`config.mk`:
```
export PLATFORM = sky130hd
export DESIGN_NAME = bsx_exec
export DESIGN_NICKNAME = d
export VERILOG_FILES = /design/src/design/bsx_pkg.sv /design/src/design/bsx_exec.sv
export SDC_FILE = /design/constraint.sdc
export NUM_CORES = 1
export LEC_CHECK = 0
export ABC_CLOCK_PERIOD_IN_PS = 3800
export BUFFER_PORTS_ARGS = -buffer_cell sky130_fd_sc_hd__buf_2
export CELL_PAD_IN_SITES_DETAIL_PLACEMENT = 1
export CELL_PAD_IN_SITES_GLOBAL_PLACEMENT = 1
export CORE_ASPECT_RATIO = 0.75
export CORE_MARGIN = 2
export CORE_UTILIZATION = 38
export CTS_CLUSTER_DIAMETER = 200
export DETAILED_ROUTE_END_ITERATION = 6
export PLACE_DENSITY_LB_ADDON = 0.3
export RECOVER_POWER = 100
export SYNTH_ARGS = -nofsm -noshare
export SYNTH_HDL_FRONTEND = slang
export SYNTH_SLANG_ARGS = --single-unit
```
`constraint.sdc`:
```
create_clock -name clk_i -period 3.8 [get_ports clk_i]
set_clock_uncertainty 0.2 [all_clocks]
set_input_delay 0.57 -clock clk_i [delete_from_list [all_inputs] [get_ports clk_i]]
set_output_delay 0.57 -clock clk_i [all_outputs]
set_load 0.02 [all_outputs]
```
`src/design/bsx_pkg.sv`:
```
package bsx_pkg;

  localparam int unsigned DATA_W = 8;
  localparam int unsigned PC_W   = 16;
  localparam int unsigned IO_AW  = 5;
  localparam int unsigned OFS_W  = 7;
  localparam int unsigned BIT_W  = 3;
  localparam int unsigned APB_AW = 12;
  localparam int unsigned APB_DW = 32;

  // status flag positions
  localparam logic [2:0] FLG_C = 3'h0;
  localparam logic [2:0] FLG_Z = 3'h1;
  localparam logic [2:0] FLG_N = 3'h2;
  localparam logic [2:0] FLG_V = 3'h3;
  localparam logic [2:0] FLG_S = 3'h4;
  localparam logic [2:0] FLG_H = 3'h5;
  localparam logic [2:0] FLG_T = 3'h6;
  localparam logic [2:0] FLG_I = 3'h7;

  typedef enum logic [4:0] {
    OP_NONE                 = 5'h00,
    OP_SKIP_IF_REG_BIT_ZERO = 5'h01,
    OP_SKIP_IF_REG_BIT_ONE  = 5'h02,
    OP_SKIP_IF_IO_BIT_ZERO  = 5'h03,
    OP_SKIP_IF_IO_BIT_ONE   = 5'h04,
    OP_BRANCH_ON_FLAG_ONE   = 5'h05,
    OP_BRANCH_ON_FLAG_ZERO  = 5'h06,
    OP_BRANCH_SIGNED_GE     = 5'h07,
    OP_BRANCH_SIGNED_LT     = 5'h08,
    OP_IO_BIT_WRITE_ONE     = 5'h09,
    OP_IO_BIT_WRITE_ZERO    = 5'h0A,
    OP_SHIFT_LEFT_LOGICAL   = 5'h0B,
    OP_SHIFT_RIGHT_LOGICAL  = 5'h0C,
    OP_ROTATE_LEFT_CARRY    = 5'h0D,
    OP_ROTATE_RIGHT_CARRY   = 5'h0E,
    OP_SHIFT_RIGHT_ARITH    = 5'h0F,
    OP_SWAP_NIBBLES         = 5'h10,
    OP_INDEXED_FLAG_ONE     = 5'h11,
    OP_INDEXED_FLAG_ZERO    = 5'h12,
    OP_REG_BIT_TO_TRANSFER  = 5'h13,
    OP_TRANSFER_TO_REG_BIT  = 5'h14
  } bsx_op_t;

  typedef enum logic [1:0] {
    ST_IDLE = 2'h1,
    ST_WAIT = 2'h2
  } bsx_state_t;

  localparam logic [1:0] CYC_ONE   = 2'h1;
  localparam logic [1:0] CYC_TWO   = 2'h2;
  localparam logic [1:0] CYC_THREE = 2'h3;

  localparam logic [15:0] PC_STEP  = 16'h0001;
  localparam logic [15:0] PC_SKIP1 = 16'h0002;
  localparam logic [15:0] PC_SKIP2 = 16'h0003;

  localparam logic [11:0] ADDR_FLAGS = 12'h000;
  localparam logic [11:0] ADDR_PC    = 12'h004;
  localparam logic [11:0] ADDR_CTRL  = 12'h008;
  localparam logic [11:0] ADDR_STAT  = 12'h00C;
  localparam logic [11:0] ADDR_COUNT = 12'h010;

  localparam logic [7:0]  FLAGS_RST = 8'h00;
  localparam logic [15:0] PC_RST    = 16'h0000;
  localparam logic        CTRL_RST  = 1'b1;

endpackage

```
`src/design/bsx_exec.sv`:
```
// Decided for this implementation: the APB register port and the placing of the registers.
`timescale 1ns/1ps
// Functional notes
// - skip next when register bit matches value
// - skip next when io bit matches value
// - indexed flag branch, pc gets pc+k+1
// - signed ge taken when n xor v zero
// - signed lt taken when n xor v one
// - branches on interrupt enable, flags untouched
// - unsigned ge/lt branch on carry clear/set
// - branches on half carry, negative, zero
// - branches on transfer flag set or clear
// - branches on overflow flag, flags untouched
// - io bit write two cycles, others kept
// - left shift, zero in, updates z c n v
// - right shifts, logical zero fill, arithmetic keeps msb
// - rotates move carry in and out
// - register bit copied into transfer flag
// - transfer flag copied into register bit
module bsx_exec (
  input  wire logic                  clk_i,
  input  wire logic                  reset_n_i,
  input  wire logic                  psel_i,
  input  wire logic                  penable_i,
  input  wire logic                  pwrite_i,
  input  wire logic [11:0]           paddr_i,
  input  wire logic [31:0]           pwdata_i,
  output logic      [31:0]           prdata_o,
  output logic                       pready_o,
  output logic                       pslverr_o,
  input  wire logic                  instr_valid_i,
  input  wire logic [4:0]            instr_op_i,
  input  wire logic [2:0]            bit_sel_i,
  input  wire logic [6:0]            rel_ofs_i,
  input  wire logic                  next_two_word_i,
  input  wire logic [7:0]            reg_data_i,
  input  wire logic [4:0]            io_addr_i,
  input  wire logic [7:0]            io_data_i,
  output logic                       instr_ready_o,
  output logic                       instr_done_o,
  output logic      [15:0]           pc_o,
  output logic      [7:0]            flags_o,
  output logic                       reg_we_o,
  output logic      [7:0]            reg_wdata_o,
  output logic                       io_we_o,
  output logic      [4:0]            io_waddr_o,
  output logic      [7:0]            io_wdata_o
);

  bsx_pkg::bsx_state_t state_q;
  bsx_pkg::bsx_state_t state_d;
  bsx_pkg::bsx_op_t    op;
  logic [1:0]          cnt_q;
  logic [1:0]          cyc;
  logic [15:0]         pc_q;
  logic [15:0]         pc_d;
  logic [7:0]          flags_q;
  logic [7:0]          flags_d;
  logic [7:0]          res;
  logic                res_we;
  logic                io_we;
  logic [7:0]          io_val;
  logic                taken;
  logic                taken_q;
  logic                enable_q;
  logic                done_q;
  logic                reg_we_q;
  logic [7:0]          reg_wdata_q;
  logic                io_we_q;
  logic [4:0]          io_waddr_q;
  logic [7:0]          io_wdata_q;
  logic [15:0]         count_q;
  logic                accept;
  logic                apb_wr;
  logic                hit;
  logic [8:0]          sh;

  assign op            = bsx_pkg::bsx_op_t'(instr_op_i);
  assign instr_ready_o = (state_q == bsx_pkg::ST_IDLE) && enable_q;
  assign accept        = instr_valid_i && instr_ready_o;

  // relative target: offset is signed, counted from the next word
  function automatic logic [15:0] rel_target(input logic [15:0] pc,
                                             input logic [6:0]  k);
    logic [15:0] ext;
    ext = {{9{k[6]}}, k};
    rel_target = pc + ext + bsx_pkg::PC_STEP;
  endfunction

  // skip length follows the size of the instruction being skipped
  function automatic logic [15:0] skip_step(input logic two_word);
    skip_step = two_word ? bsx_pkg::PC_SKIP2 : bsx_pkg::PC_SKIP1;
  endfunction

  // z c n v from a result and the carry out; v is n xor c
  function automatic logic [7:0] shift_flags(input logic [7:0] f,
                                             input logic [7:0] r,
                                             input logic       c);
    logic [7:0] o;
    o = f;
    o[bsx_pkg::FLG_Z] = (r == 8'h00);
    o[bsx_pkg::FLG_C] = c;
    o[bsx_pkg::FLG_N] = r[7];
    o[bsx_pkg::FLG_V] = r[7] ^ c;
    shift_flags = o;
  endfunction

  // {carry out, result} for the five shift kinds
  function automatic logic [8:0] shift_calc(input bsx_pkg::bsx_op_t o,
                                            input logic [7:0]       d,
                                            input logic             c);
    case (o)
      bsx_pkg::OP_SHIFT_LEFT_LOGICAL:  shift_calc = {d[7], d[6:0], 1'b0};
      bsx_pkg::OP_SHIFT_RIGHT_LOGICAL: shift_calc = {d[0], 1'b0, d[7:1]};
      bsx_pkg::OP_SHIFT_RIGHT_ARITH:   shift_calc = {d[0], d[7], d[7:1]};
      bsx_pkg::OP_ROTATE_LEFT_CARRY:   shift_calc = {d[7], d[6:0], c};
      bsx_pkg::OP_ROTATE_RIGHT_CARRY:  shift_calc = {d[0], c, d[7:1]};
      default:                         shift_calc = {c, d};
    endcase
  endfunction

  assign sh = shift_calc(op, reg_data_i, flags_q[bsx_pkg::FLG_C]);

  always_comb begin
    pc_d    = pc_q + bsx_pkg::PC_STEP;
    flags_d = flags_q;
    res     = reg_data_i;
    res_we  = 1'b0;
    io_we   = 1'b0;
    io_val  = io_data_i;
    cyc     = bsx_pkg::CYC_ONE;
    taken   = 1'b0;
    case (op)
      bsx_pkg::OP_SKIP_IF_REG_BIT_ZERO,
      bsx_pkg::OP_SKIP_IF_REG_BIT_ONE: begin
        taken = reg_data_i[bit_sel_i] ==
                (op == bsx_pkg::OP_SKIP_IF_REG_BIT_ONE);
      end
      bsx_pkg::OP_SKIP_IF_IO_BIT_ZERO,
      bsx_pkg::OP_SKIP_IF_IO_BIT_ONE: begin
        taken = io_data_i[bit_sel_i] ==
                (op == bsx_pkg::OP_SKIP_IF_IO_BIT_ONE);
      end
      bsx_pkg::OP_BRANCH_ON_FLAG_ONE,
      bsx_pkg::OP_BRANCH_ON_FLAG_ZERO: begin
        taken = flags_q[bit_sel_i] ==
                (op == bsx_pkg::OP_BRANCH_ON_FLAG_ONE);
      end
      bsx_pkg::OP_BRANCH_SIGNED_GE: begin
        taken = (flags_q[bsx_pkg::FLG_N] ^ flags_q[bsx_pkg::FLG_V]) == 1'b0;
      end
      bsx_pkg::OP_BRANCH_SIGNED_LT: begin
        taken = (flags_q[bsx_pkg::FLG_N] ^ flags_q[bsx_pkg::FLG_V]) == 1'b1;
      end
      bsx_pkg::OP_IO_BIT_WRITE_ONE,
      bsx_pkg::OP_IO_BIT_WRITE_ZERO: begin
        io_we             = 1'b1;
        io_val[bit_sel_i] = (op == bsx_pkg::OP_IO_BIT_WRITE_ONE);
        cyc               = bsx_pkg::CYC_TWO;
      end
      bsx_pkg::OP_SHIFT_LEFT_LOGICAL,
      bsx_pkg::OP_SHIFT_RIGHT_LOGICAL,
      bsx_pkg::OP_SHIFT_RIGHT_ARITH,
      bsx_pkg::OP_ROTATE_LEFT_CARRY,
      bsx_pkg::OP_ROTATE_RIGHT_CARRY: begin
        res     = sh[7:0];
        res_we  = 1'b1;
        flags_d = shift_flags(flags_q, sh[7:0], sh[8]);
      end
      bsx_pkg::OP_SWAP_NIBBLES: begin
        res    = {reg_data_i[3:0], reg_data_i[7:4]};
        res_we = 1'b1;
      end
      bsx_pkg::OP_INDEXED_FLAG_ONE,
      bsx_pkg::OP_INDEXED_FLAG_ZERO: begin
        flags_d[bit_sel_i] = (op == bsx_pkg::OP_INDEXED_FLAG_ONE);
      end
      bsx_pkg::OP_REG_BIT_TO_TRANSFER: begin
        flags_d[bsx_pkg::FLG_T] = reg_data_i[bit_sel_i];
      end
      bsx_pkg::OP_TRANSFER_TO_REG_BIT: begin
        res[bit_sel_i] = flags_q[bsx_pkg::FLG_T];
        res_we         = 1'b1;
      end
      default: begin
        cyc = bsx_pkg::CYC_ONE;
      end
    endcase
    case (op)
      bsx_pkg::OP_SKIP_IF_REG_BIT_ZERO,
      bsx_pkg::OP_SKIP_IF_REG_BIT_ONE,
      bsx_pkg::OP_SKIP_IF_IO_BIT_ZERO,
      bsx_pkg::OP_SKIP_IF_IO_BIT_ONE: begin
        // two or three words, cycles to match
        if (taken) begin
          pc_d = pc_q + skip_step(next_two_word_i);
          cyc  = next_two_word_i ? bsx_pkg::CYC_THREE : bsx_pkg::CYC_TWO;
        end
      end
      bsx_pkg::OP_BRANCH_ON_FLAG_ONE,
      bsx_pkg::OP_BRANCH_ON_FLAG_ZERO,
      bsx_pkg::OP_BRANCH_SIGNED_GE,
      bsx_pkg::OP_BRANCH_SIGNED_LT: begin
        if (taken) begin
          pc_d = rel_target(pc_q, rel_ofs_i);
          cyc  = bsx_pkg::CYC_TWO;
        end
      end
      default: begin
        pc_d = pc_q + bsx_pkg::PC_STEP;
      end
    endcase
  end

  always_comb begin
    state_d = state_q;
    case (state_q)
      bsx_pkg::ST_IDLE: begin
        if (accept && (cyc != bsx_pkg::CYC_ONE)) begin
          state_d = bsx_pkg::ST_WAIT;
        end
      end
      bsx_pkg::ST_WAIT: begin
        if (cnt_q == bsx_pkg::CYC_ONE) begin
          state_d = bsx_pkg::ST_IDLE;
        end
      end
      default: begin
        state_d = bsx_pkg::ST_IDLE;
      end
    endcase
  end

  always_ff @(posedge clk_i) begin
    if (!reset_n_i) begin
      state_q <= bsx_pkg::ST_IDLE;
      cnt_q   <= bsx_pkg::CYC_ONE;
      done_q  <= 1'b0;
    end else begin
      state_q <= state_d;
      done_q  <= 1'b0;
      if (accept) begin
        cnt_q  <= cyc - bsx_pkg::CYC_ONE;
        done_q <= (cyc == bsx_pkg::CYC_ONE);
      end else if (state_q == bsx_pkg::ST_WAIT) begin
        cnt_q  <= cnt_q - bsx_pkg::CYC_ONE;
        done_q <= (cnt_q == bsx_pkg::CYC_ONE);
      end
    end
  end

  assign apb_wr = psel_i && penable_i && pwrite_i;

  // execution wins over a software write in the same cycle
  always_ff @(posedge clk_i) begin
    if (!reset_n_i) begin
      pc_q    <= bsx_pkg::PC_RST;
      flags_q <= bsx_pkg::FLAGS_RST;
      taken_q <= 1'b0;
    end else if (accept) begin
      pc_q    <= pc_d;
      flags_q <= flags_d;
      taken_q <= taken;
    end else if (apb_wr && (paddr_i == bsx_pkg::ADDR_PC)) begin
      pc_q <= pwdata_i[15:0];
    end else if (apb_wr && (paddr_i == bsx_pkg::ADDR_FLAGS)) begin
      flags_q <= pwdata_i[7:0];
    end
  end

  always_ff @(posedge clk_i) begin
    if (!reset_n_i) begin
      enable_q <= bsx_pkg::CTRL_RST;
    end else if (apb_wr && (paddr_i == bsx_pkg::ADDR_CTRL)) begin
      enable_q <= pwdata_i[0];
    end
  end

  always_ff @(posedge clk_i) begin
    if (!reset_n_i) begin
      count_q <= 16'h0000;
    end else if (accept) begin
      count_q <= count_q + 16'h0001;
    end
  end

  // result writes commit on the accepting edge, shown for one cycle
  always_ff @(posedge clk_i) begin
    if (!reset_n_i) begin
      reg_we_q    <= 1'b0;
      reg_wdata_q <= 8'h00;
      io_we_q     <= 1'b0;
      io_waddr_q  <= 5'h00;
      io_wdata_q  <= 8'h00;
    end else begin
      reg_we_q <= accept && res_we;
      io_we_q  <= accept && io_we;
      if (accept) begin
        reg_wdata_q <= res;
        io_waddr_q  <= io_addr_i;
        io_wdata_q  <= io_val;
      end
    end
  end

  always_comb begin
    hit      = 1'b1;
    prdata_o = 32'h0000_0000;
    case (paddr_i)
      bsx_pkg::ADDR_FLAGS: prdata_o = {24'h000000, flags_q};
      bsx_pkg::ADDR_PC:    prdata_o = {16'h0000, pc_q};
      bsx_pkg::ADDR_CTRL:  prdata_o = {31'h00000000, enable_q};
      bsx_pkg::ADDR_STAT:  prdata_o = {30'h00000000, taken_q,
                                       state_q == bsx_pkg::ST_WAIT};
      bsx_pkg::ADDR_COUNT: prdata_o = {16'h0000, count_q};
      default:             hit      = 1'b0;
    endcase
  end

  // no wait states; unmapped words answer with an error
  assign pready_o     = 1'b1;
  assign pslverr_o    = psel_i && penable_i && !hit;
  assign instr_done_o = done_q;
  assign pc_o         = pc_q;
  assign flags_o      = flags_q;
  assign reg_we_o     = reg_we_q;
  assign reg_wdata_o  = reg_wdata_q;
  assign io_we_o      = io_we_q;
  assign io_waddr_o   = io_waddr_q;
  assign io_wdata_o   = io_wdata_q;

endmodule

```
## Word-level counts from Yosys, hierarchy flattened

Index checks and enable logic that the tools add are counted.

- Add/subtract/negate cells: 7
- $lt $le $gt $ge: 2
- Equality and inequality tests: 39
- Mux-type cells: 43
- Bitwise gates (word level): 3
- Reduce and logical (&&, ||, !) cells: 33

Operators by type and width:

| kind | count |
|---|---|
| one-hot mux 16 bit (5 select lines) | 1 |
| 2-to-1 mux 16 bit | 4 |
| adder 16 x 1 -> 16 bit, second input constant | 3 |
| one-hot mux 9 bit (5 select lines) | 1 |
| == test 5 x 4 -> 1 bit, second input constant | 8 |
| 2-to-1 mux 8 bit | 4 |
| one-hot mux 16 bit (2 select lines) | 1 |
| == test 5 bit, second input constant | 5 |
| bitwise mux 8 bit | 3 |
| == test 12 x 4 -> 1 bit, second input constant | 2 |
| one-hot mux 8 bit (3 select lines) | 1 |
| == test 5 x 3 -> 1 bit, second input constant | 4 |
| adder 16 bit | 1 |
| adder 16 x 2 -> 16 bit | 1 |
| 2-to-1 mux 2 bit | 7 |
| == test 12 x 3 -> 1 bit, second input constant | 1 |
| == test 12 x 5 -> 1 bit, second input constant | 1 |
| logical AND 1 bit | 12 |
| zero test 12 bit | 1 |
| 2-to-1 mux 1 bit | 12 |
| one-hot mux 6 bit (2 select lines) | 1 |
| == test 5 x 2 -> 1 bit, second input constant | 2 |
| OR reduction 2 bit | 5 |
| OR reduction 5 bit | 2 |
| 25 further kinds | 44 |

- Flip-flop bits (word level): 70
- Input port bits: 87
- Output and inout bits: 83
- Logic and storage cells: 143

## Logic depth before layout (Yosys ltp)

Gate-level depths: netlist (run 1).

- Depth in word-level cells: 10
- Mapped depth: 14
- Gate-level depth less buffers: 12

## Worst setup path after synthesis (run 1)

Ideal clock, no wire load.

- Kind: input -> register
- From: input bit_sel_i[2]
- To: register cnt_q[1]
- Setup time: 0.091 ns
- Arrival: 2.754 ns
- Required time: 3.509 ns
- Setup slack: 0.755 ns
- Cell stages on the path: 11
- Buffers on the path: 2
- Path through: mux2_2 > mux4_2 > nor3_2 > nand4bb_1 > o31ai_2 > buf_6 > buf_6 > a31o_2 > ha_1 > nor2_1 > a311oi_1

- Cells in the longest elaborated chain, start to end: 8
- Elaborated cells on any way between the ends: 15
- Classes of those cells: add/sub: 1; eq/ne: 3; mux: 11

RTL lines:

| what | line | text |
|---|---|---|
| start, declared | bsx_exec.sv:33 | `input wire logic [2:0] bit_sel_i,` |
| binary-select mux 1 bit (select 3 bit), on equally long branches | bsx_exec.sv:146, bsx_exec.sv:136, bsx_exec.sv:141 |  |
| 2-to-1 mux 1 bit, on equally long branches | bsx_exec.sv:146, bsx_exec.sv:136, bsx_exec.sv:141 |  |
| == test 1 bit, on equally long branches | bsx_exec.sv:146, bsx_exec.sv:136, bsx_exec.sv:141 |  |
| one-hot mux 1 bit (5 select lines) (*) | bsx_exec.sv:133 | `case (op)` |
| 2-to-1 mux 2 bit, on equally long branches | bsx_exec.sv:204, bsx_exec.sv:195 |  |
| one-hot mux 2 bit (2 select lines) (*) | bsx_exec.sv:189 | `case (op)` |
| subtractor 2 x 1 -> 2 bit (*) | bsx_exec.sv:243 | `cnt_q <= cyc - bsx_pkg::CYC_ONE;` |
| 2-to-1 mux 2 bit (*) | bsx_exec.sv:242 | `if (accept) begin` |
| end signal, assigned | bsx_exec.sv:237 | `cnt_q <= bsx_pkg::CYC_ONE;` |
| end signal, assigned | bsx_exec.sv:243 |  |
| end signal, assigned | bsx_exec.sv:246 | `cnt_q <= cnt_q - bsx_pkg::CYC_ONE;` |
| end, declared | bsx_exec.sv:53 | `logic [1:0] cnt_q;` |

Every way passes the cells marked *; elsewhere a longest branch is shown, timed or not. The select of a mux whose other input is x is not followed.
A chain may end at the register's enable or synchronous reset.

## Final worst setup path (run 1)

- From: input bit_sel_i[1]
- To: register pc_q[8], in the netlist pc_o[8]

- Cells in the longest elaborated chain, start to end: 7
- Elaborated cells on any way between the ends: 14
- Classes of those cells: eq/ne: 3; mux: 11

RTL lines:

| what | line | text |
|---|---|---|
| binary-select mux 1 bit (select 3 bit), on equally long branches | bsx_exec.sv:146, bsx_exec.sv:136, bsx_exec.sv:141 |  |
| 2-to-1 mux 1 bit, on equally long branches | bsx_exec.sv:146, bsx_exec.sv:136, bsx_exec.sv:141 |  |
| == test 1 bit, on equally long branches | bsx_exec.sv:146, bsx_exec.sv:136, bsx_exec.sv:141 |  |
| one-hot mux 1 bit (5 select lines) (*) | bsx_exec.sv:133 |  |
| 2-to-1 mux 16 bit, on equally long branches | bsx_exec.sv:204, bsx_exec.sv:195 |  |
| one-hot mux 16 bit (2 select lines) (*) | bsx_exec.sv:189 |  |
| 2-to-1 mux 16 bit (*) | bsx_exec.sv:260 | `end else if (accept) begin` |
| end signal, assigned | bsx_exec.sv:257 | `pc_q <= bsx_pkg::PC_RST;` |
| end signal, assigned | bsx_exec.sv:261 | `pc_q <= pc_d;` |
| end signal, assigned | bsx_exec.sv:265 | `pc_q <= pwdata_i[15:0];` |
| end, declared | bsx_exec.sv:55 | `logic [15:0] pc_q;` |

Marked as above.

==> results_dict.tcl, run 1 <==
set metrics [dict create \
    postPlaceCellArea_sq_mm 0.006808 \
    grt_pass1_vias 6434 \
    timing.final.crit_share_pct 90.44 \
    synth.most_common_cell "nand2_1" \
    cts_tree "yes" \
    seq_area_frac_synth_pct 23.64 \
    post_cts_buffers 0 \
    setup_viol 0 \
    layout-drive-gt1-share_pct 13.55 \
    synth_top_area_share_pct 23.64 \
    cts.sinks 70 \
    timing.fmax_ghz 0.2910 \
    cp_top_family "compound AO/OA/AOI/OAI gates" \
    holdWs_ps 257.9 \
    placedCellCount 1127 \
    cts_hold_buf 0 \
    yosysTopAreaCell "dfxtp_1" \
    design.die.area_sq_mm 0.01662 \
    final_area_sq_mm 0.006942 \
    io_pins 170 \
    yosys.area_share.xor_xnor_pct 7.241 \
    vias 6643 \
    start_util_pct 38.93 \
    synth_fa_ha_area_share_pct 4.771 \
    syn_area_per_cell_sq_um 7.344 \
    worst-path-max-fanout 21 \
    clock_latency_ps 350 \
    async_reset_ff_share_pct 0 \
    setup_tns_ps 0 \
    synth_area_leaders "dfxtp_1, nand2_1, a21oi_1, o21ai_0, nor2_1" \
    ant_nets 0 \
    grt_overflow 0 \
    port_buffers 136 \
    cts_buffers 9 \
    timing.critical_path.buf_inv 2 \
    cts.path.max_buffers 2 \
    syn2layout_area_growth_pct 17.12 \
    gp_congestion 0.9036 \
    ys_seq_elements 70 \
    p_leak_nw 2.761 \
    diodes 0 \
    hold_viol_final 0 \
    fin_cells 1142 \
    syn_area_sq_mm 0.005927 \
    grt_max_degree 43 \
    slowest_stage "a22oi_1" \
    synth-simple-area-share_pct 22.86 \
    grt.total_usage_pct 27.90 \
    critical_path_class "input port to register" \
    hold_path.class "register to register" \
    relSlewSlack_pct -6.704 \
    antenna_found_initial 0 \
    netlist_instances 807 \
    yosys_warnings 0 \
    wl_per_cell_microns 20.23 \
    drc 0 \
    wl_mm 23.10 \
    startpoint_type "input port" \
    arrival_ps 3480 \
    tightestPinTransition_ps 1601 \
    clk_pin_slew_ps 60 \
    root_buffer "clkbuf_16" \
    synth_cell_type_count 75 \
    ir_worst_vdd_v 0.0002263 \
    synth.top_cells.by_count "nand2_1, nor2_1, dfxtp_1, a21oi_1, o21ai_0" \
    worstPathRequired_ps 3840 \
    failed_checks "capacitance limit, slew limit" \
    synth_compound_area_share_pct 27.95 \
    synth_top_family_by_area "compound AO/OA/AOI/OAI gates" \
    dr.first_iter.drc_count 654 \
    synth_flop_cell "dfxtp_1" \
    cts-resized-gates 0 \
    fp.dieW_microns 148.2 \
    cpPeakStageDelay_ps 460 \
    via_per_inst 5.817 \
    fin_crit_ps 3437 \
    rows 39 \
    maxCapViolations 1 \
    firstDrtPassIters 7 \
    drv_slew 31 \
    die_h_microns 112.2 \
    htree_levels 3 \
    rsz0062_at_grt "false" \
    status "finished with violations" \
    dpl.hpwl_mm 17.70 \
    nets 1042 \
    coreArea_sq_mm 0.01522 \
    muxShareOfSynthArea_pct 5.573 \
    power_density_mw_per_mm2 358.2 \
    synth_edf_count 0 \
    grt_pass1_wl_mm 36.42 \
    end_kind "register" \
    path_cells "clkbuf_2, mux2i_1, a22oi_1, nand4_1, and2_0, o31ai_1, clkbuf_2, mux2i_1, mux2_1, a32o_1" \
]
==> where the power goes <==
part / switching, mW / leakage, nW / internal [mW]
clock network: 0.347 / 0.135 / 0.524
registers: 0.0445 / 0.574 / 0.786
logic: 0.517 / 2.05 / 0.269
total: 0.908 / 2.76 / 1.58
==> sequential cells by signal (all words and copies together) (netlist names), 2 cells and up <==
signal,cells
count_q,16
pc_o,16
flags_o,8
io_wdata_o,8
reg_wdata_o,8
io_waddr_o,5
cnt_q,2
state_q,2
==> kinds of logic (layout without fill, tap and decap cells) <==
group	count (synthesis)	count (layout)
other	2	17
and+or+nand+nor	286	286
muxes	31	31
xor gates and xnor gates	49	49
buffers and inverters	95	210
adders and majority gates	22	22
AOI/OAI and AO/OA	252	252
DFF	70	70
==> cell type report <==
class                   count  area [sq um]
repair buffers            166         783.3
clock buffers              12         246.5
fillers                  2019          8283
well taps                 205         256.5
inverters                  29         108.9
flip-flops and latches     70          1401
multi-input cells         657          4100
clock inverters             3         45.04
==> layout by cell type, fill, tap and decap left out, types with 10 or more instances in the layout <==
| cell type | n |
|---|---|
| nand2_1 | 95 |
| clkbuf_1 | 70 |
| inv_1 | 28 |
| xnor2_1 | 23 |
| mux2i_1 | 24 |
| xor2_1 | 26 |
| buf_4 | 15 |
| ha_1 | 21 |
| a21oi_1 | 68 |
| dfxtp_1 | 70 |
| and3_1 | 10 |
| a211oi_1 | 17 |
| nor2b_1 | 11 |
| o21ai_0 | 65 |
| nand3_1 | 21 |
| nor2_1 | 80 |
| a22o_1 | 13 |
| nor3_1 | 15 |
| conb_1 | 17 |
| buf_2 | 80 |
==> final timing paths <==
| kind | from | end | slack (ps) | cells after the start |
|---|---|---|---|---|
| worst max-delay path | bit_sel_i[1] | pc_o[8] | 360 | 10 |
| worst min-delay path | io_waddr_o[4] | io_waddr_o[4] | 260 | 2 |
| worst max register to register | enable_q | reg_wdata_o[1] | 460 | 7 |
| worst min register to register | io_waddr_o[4] | io_waddr_o[4] | 260 | 2 |
==> tightest hold or removal path, stage by stage, from the launching register on <==
cell	delay (ps)
dfxtp_1	310
nand2_1	50
a21oi_1	50
==> stage by stage <==
stage	setup WS, ps	utilization [%]	power, mW
2_1_floorplan	755.4	-	1.365
3_5_place_dp	306.8	44.72	1.636
4_1_cts	637.4	46.63	2.516
5_1_grt	154.8	45.60	2.617
3_3_place_gp	354.0	44.72	1.620
6_report	363.3	45.60	2.486
==> metal layers <==
layer  track usage [%]  routed length (microns)
met4             4.952                      248
met2             38.92                     9267
met5                 0                        0
met3             8.049                     2256
met1             42.58                    11330
Power figures use the tool's default switching activity.
==> run 2, diff against run 1 <==
PLACE_DENSITY_LB_ADDON = 0.1   (was 0.3)
==> results_dict.tcl, run 2 (synthesis results as in run 1) <==
set metrics [dict create \
    p_seq_share_pct 34.4 \
    end_kind "register" \
    reg2reg_depth 9 \
    timing.final.crit_share_pct 91.48 \
    fin_ws_ps 323.8 \
    startpoint_type "input port" \
    hold_path.class "input port to register" \
    setup_viol 0 \
    rsz0062_at_grt "false" \
    internal_power_mw 1.499 \
    die_h_microns 112.2 \
    r2r_end "pc_o[15]" \
    worst-path-max-fanout 13 \
    grt_max_degree 44 \
    r2r_setup_slack_ps 440 \
    cts.sinks 70 \
    diodes 0 \
    cts-resized-gates 0 \
    coreArea_sq_mm 0.01522 \
    start_util_pct 38.93 \
    arrival_ps 3510 \
    fp.dieW_microns 148.2 \
    slowest_stage "o31ai_1" \
    ant_nets 0 \
    final_common_cell "nand2_1" \
    cpPeakStageDelay_ps 450 \
    clock_latency_ps 350 \
    critical_path_class "input port to register" \
    tightestPinTransition_ps 1283 \
    switching_share_pct 38.55 \
    design.die.area_sq_mm 0.01662 \
    gp_congestion 0.9776 \
    hold_viol_final 0 \
    grt_pass1_wl_mm 37.18 \
    fin_crit_ps 3476 \
    cts_hold_buf 0 \
    worstPathRequired_ps 3840 \
    r2r-start "pc_o[1]" \
    p_leak_nw 2.739 \
    nets 1041 \
    dp_slack_ps 191.7 \
    rows 39 \
    relSlewSlack_pct 14.27 \
    cts.path.max_buffers 2 \
    firstDrtPassIters 5 \
    power_density_mw_per_mm2 352.3 \
    status "completed" \
    finalPower_mw 2.439 \
    dpl.hpwl_mm 18.54 \
    drv_slew 0 \
    min-delay-start "io_addr_i[4]" \
    grt.total_usage_pct 28.50 \
    power_frac_clock_pct 33.3 \
    port_buffers 136 \
    whs_path_depth 3 \
    grt_overflow 0 \
    cts_tree "yes" \
    final_cell_mix "nand2_1, nor2_1, buf_2, clkbuf_1, dfxtp_1" \
    io_pins 170 \
    path_cells "clkbuf_1, nor2b_1, a22oi_1, nand4_1, and2_1, o31ai_1, buf_4, mux2i_1, mux2_1, a32o_1" \
    grt_pass1_vias 6505 \
    root_buffer "clkbuf_16" \
    clk_pin_slew_ps 70 \
    syn2layout_area_growth_pct 16.82 \
    final_core_util_pct 45.48 \
    ir_worst_vdd_v 0.0003082 \
    switchingPower_mw 0.9403 \
    post_cts_buffers 0 \
    wl_mm 23.96 \
    dr.first_iter.drc_count 588 \
    cts_buffers 9 \
    wl_per_cell_microns 20.98 \
    vias 6709 \
    setup_tns_ps 0 \
    antenna_found_initial 1 \
    combinationalPowerShare_pct 32.3 \
    via_per_inst 5.875 \
    maxCapViolations 0 \
    htree_levels 3 \
    drc 0 \
    layout-drive-gt1-share_pct 13.34 \
    timing.fmax_ghz 0.2877 \
    holdPathEnd "io_waddr_o[4]" \
]
## run 2: cell count changes in the layout (fill, tap and decap cells not counted), sizes merged
cell / previous run / this run
clkinv: 1 / 5
buf: 95 / 92
bufinv: 1 / 0
clkinvlp: 2 / 1
inv: 28 / 29
## run 2: worst max path at each step
stage                      start        to  slack [ps]
floorplan           bit_sel_i[2]  cnt_q[1]         760
CTS                      pc_o[1]  pc_o[15]         470
global route        bit_sel_i[2]   pc_o[8]         170
detailed placement  rel_ofs_i[6]  pc_o[15]         190
finish              bit_sel_i[2]   pc_o[8]         320
global placement    bit_sel_i[2]   pc_o[8]         390
## run 2: cell type report
cell class | count | area, sq um
Tap cell | 205 | 256.5
Fill cell | 2019 | 8300
Clock inverter | 6 | 47.55
Multi-Input combinational cell | 657 | 4111
Clock buffer | 10 | 229.0
Inverter | 29 | 108.9
Timing Repair Buffer | 165 | 769.5
Sequential cell | 70 | 1401
## run 2: power groups by stage
stage               Combinational (mW)  Sequential (mW)  Clock, mW
floorplan                        0.470            0.894          0
global placement                 0.771            0.851          0
detailed placement               0.794            0.854          0
CTS                              0.802            0.838      0.827
global route                     0.852            0.846      0.857
finish                           0.789            0.839      0.811
## run 2: routing by layer
layer  routed length (microns)  global-route usage (%)  share of wire (%)  vias up
met5                         0                       0                  0        -
met4                       252                   5.905                1.1        0
met3                      2078                   6.504                8.7       27
met2                      9720                   40.09                 41      283
met1                     11910                   43.94                 50     3259
li1                          -                       -                  -     3140
## run 2: per-stage QoR
stage               cell area (sq um)  hold WS [ps]  std cells
detailed placement               6800         249.3       1126
finish                           6924         250.8       1142
CTS                              7077         247.5       1142
floorplan                        5983         258.4        822
global placement                 6800         241.0       1126
global route                     6924         268.5       1142
## run 2: worst max-delay path, delay by kind of cell
kind | cells | cell delay [ps]
muxes | 2 | 550
and+or+nand+nor | 3 | 540
AOI/OAI and AO/OA | 3 | 1090
buffers and inverters | 2 | 740
==> run 3, diff against run 2 <==
GPL_TIMING_DRIVEN = 0   (was default)
==> results_dict.tcl, run 3 (synthesis results as in run 1) <==
set metrics [dict create \
    status "completed" \
    worst-path-max-fanout 10 \
    rows 39 \
    cts_tree "yes" \
    tightestPinTransition_ps 1164 \
    r2r_end "reg_wdata_o[7]" \
    nets 1075 \
    timing.final.crit_share_pct 94.44 \
    dpl.hpwl_mm 19.03 \
    p_leak_nw 2.839 \
    reg2reg_depth 8 \
    r2r-start "state_q[0]" \
    design.die.area_sq_mm 0.01662 \
    grt_pass1_wl_mm 37.79 \
    wl_per_cell_microns 20.62 \
    syn2layout_area_growth_pct 20.67 \
    cts.path.max_buffers 2 \
    end_kind "register" \
    final_cell_mix "clkbuf_1, nand2_1, nor2_1, buf_2, dfxtp_1" \
    grt_overflow 0 \
    grt.total_usage_pct 29.46 \
    drv_slew 0 \
    die_h_microns 112.2 \
    port_buffers 133 \
    rsz0062_at_grt "false" \
    relSlewSlack_pct 21.81 \
    worstPathRequired_ps 3820 \
    via_per_inst 5.754 \
    coreArea_sq_mm 0.01522 \
    endpoint "reg_wdata_o[7]" \
    clk_pin_slew_ps 60 \
    maxCapViolations 0 \
    ant_nets 0 \
    diodes 0 \
    cts_buffers 9 \
    root_buffer "clkbuf_16" \
    firstDrtPassIters 5 \
    startpoint_type "register" \
    ir_worst_vdd_v 0.0002473 \
    clock_latency_ps 350 \
    vias 6767 \
    grt_pass1_vias 6547 \
    power_density_mw_per_mm2 365.0 \
    layout-drive-gt1-share_pct 13.80 \
    hold_path.class "input port to register" \
    start_util_pct 38.93 \
    gp_congestion 0.9230 \
    fp.dieW_microns 148.2 \
    grt_max_degree 15 \
    wl_mm 24.25 \
    setup_viol 0 \
    hold_viol_final 0 \
    dr.first_iter.drc_count 576 \
    finalPower_mw 2.610 \
    post_cts_buffers 0 \
    timing.fmax_ghz 0.2787 \
    setup_tns_ps 0 \
    antenna_found_initial 0 \
    drc 0 \
    final_common_cell "clkbuf_1" \
    critical_path_class "register to register" \
    io_pins 170 \
    fin_crit_ps 3589 \
    r2r_setup_slack_ps 210 \
    htree_levels 3 \
    crit_start "state_q[0]" \
    cts.sinks 70 \
    arrival_ps 3610 \
]
==> run 3: changes by cell type in the layout (fill, tap and decap cells not counted), moves of 2 or more <==
cell / before / now
buf_2: 78 / 76
inv_6: 1 / 3
buf_6: 0 / 2
buf_1: 0 / 2
bufinv_16: 0 / 2
buf_4: 14 / 20
clkbuf_1: 74 / 98
==> run 3: area by class of cell <==
cell class	count	area, sq um
Fill cell	2025	8073
Multi-Input combinational cell	657	4123
Sequential cell	70	1401
Timing Repair Buffer	133	584.3
Buffer	66	349.1
Tap cell	205	256.5
Clock buffer	9	225.2
Inverter	29	108.9
Clock inverter	7	103.9
==> run 3: layer usage <==
| layer | track usage (%) | vias up | share of wire (%) |
|---|---|---|---|
| met5 | 0 | - | 0 |
| met4 | 4.825 | 0 | 0.87 |
| met3 | 6.789 | 17 | 9.3 |
| met2 | 41.11 | 310 | 40 |
| met1 | 46.13 | 3232 | 50 |
| li1 | - | 3208 | - |
==> run 3: repair_timing <==
item	4_1_cts	5_1_grt
hold buffers	0	0
setup endpoints to repair	0	2
resized for setup	0	2
endpoints found under the hold margin	0	0
==> run 3: worst max-delay path, cell delays in order (launching register included) <==
cell,delay (ps)
dfxtp_1,360
nand2_1,70
nor2_1,190
and2_0,580
clkbuf_1,460
clkbuf_1,620
o2111ai_1,380
a221oi_1,500
nor2_1,100
==> run 3: how the worst min path moves through the flow <==
stage / start / slack (ps) / endpoint / cells past startpoint
finish: io_addr_i[4] / 260 / io_waddr_o[4] / 3
floorplan: cnt_q[1] / 260 / cnt_q[1] / 2
global placement: io_waddr_o[3] / 240 / io_waddr_o[3] / 2
global route: io_addr_i[0] / 260 / io_waddr_o[0] / 3
detailed placement: io_waddr_o[0] / 250 / io_waddr_o[0] / 2
CTS: io_addr_i[4] / 250 / io_waddr_o[4] / 3
==> run 3: metrics by stage <==
| step | std cells | util (%) | hold slack [ps] | instance area (sq um) | setup WS (ps) |
|---|---|---|---|---|---|
| floorplan | 822 | - | 258.4 | 5983 | 755.4 |
| global placement | 1160 | 45.36 | 244.1 | 6905 | 134.1 |
| detailed placement | 1160 | 45.36 | 251.3 | 6905 | 76.15 |
| CTS | 1176 | 47.52 | 249.4 | 7234 | 249.2 |
| global route | 1176 | 46.98 | 258.9 | 7152 | 37.63 |
| finish | 1176 | 46.98 | 259.9 | 7152 | 211.3 |
==> run 3: where the power goes <==
group	internal (mW)	total [mW]	switching [mW]
combinational	0.280	0.794	0.514
clock	0.585	0.963	0.378
sequential	0.786	0.853	0.0679
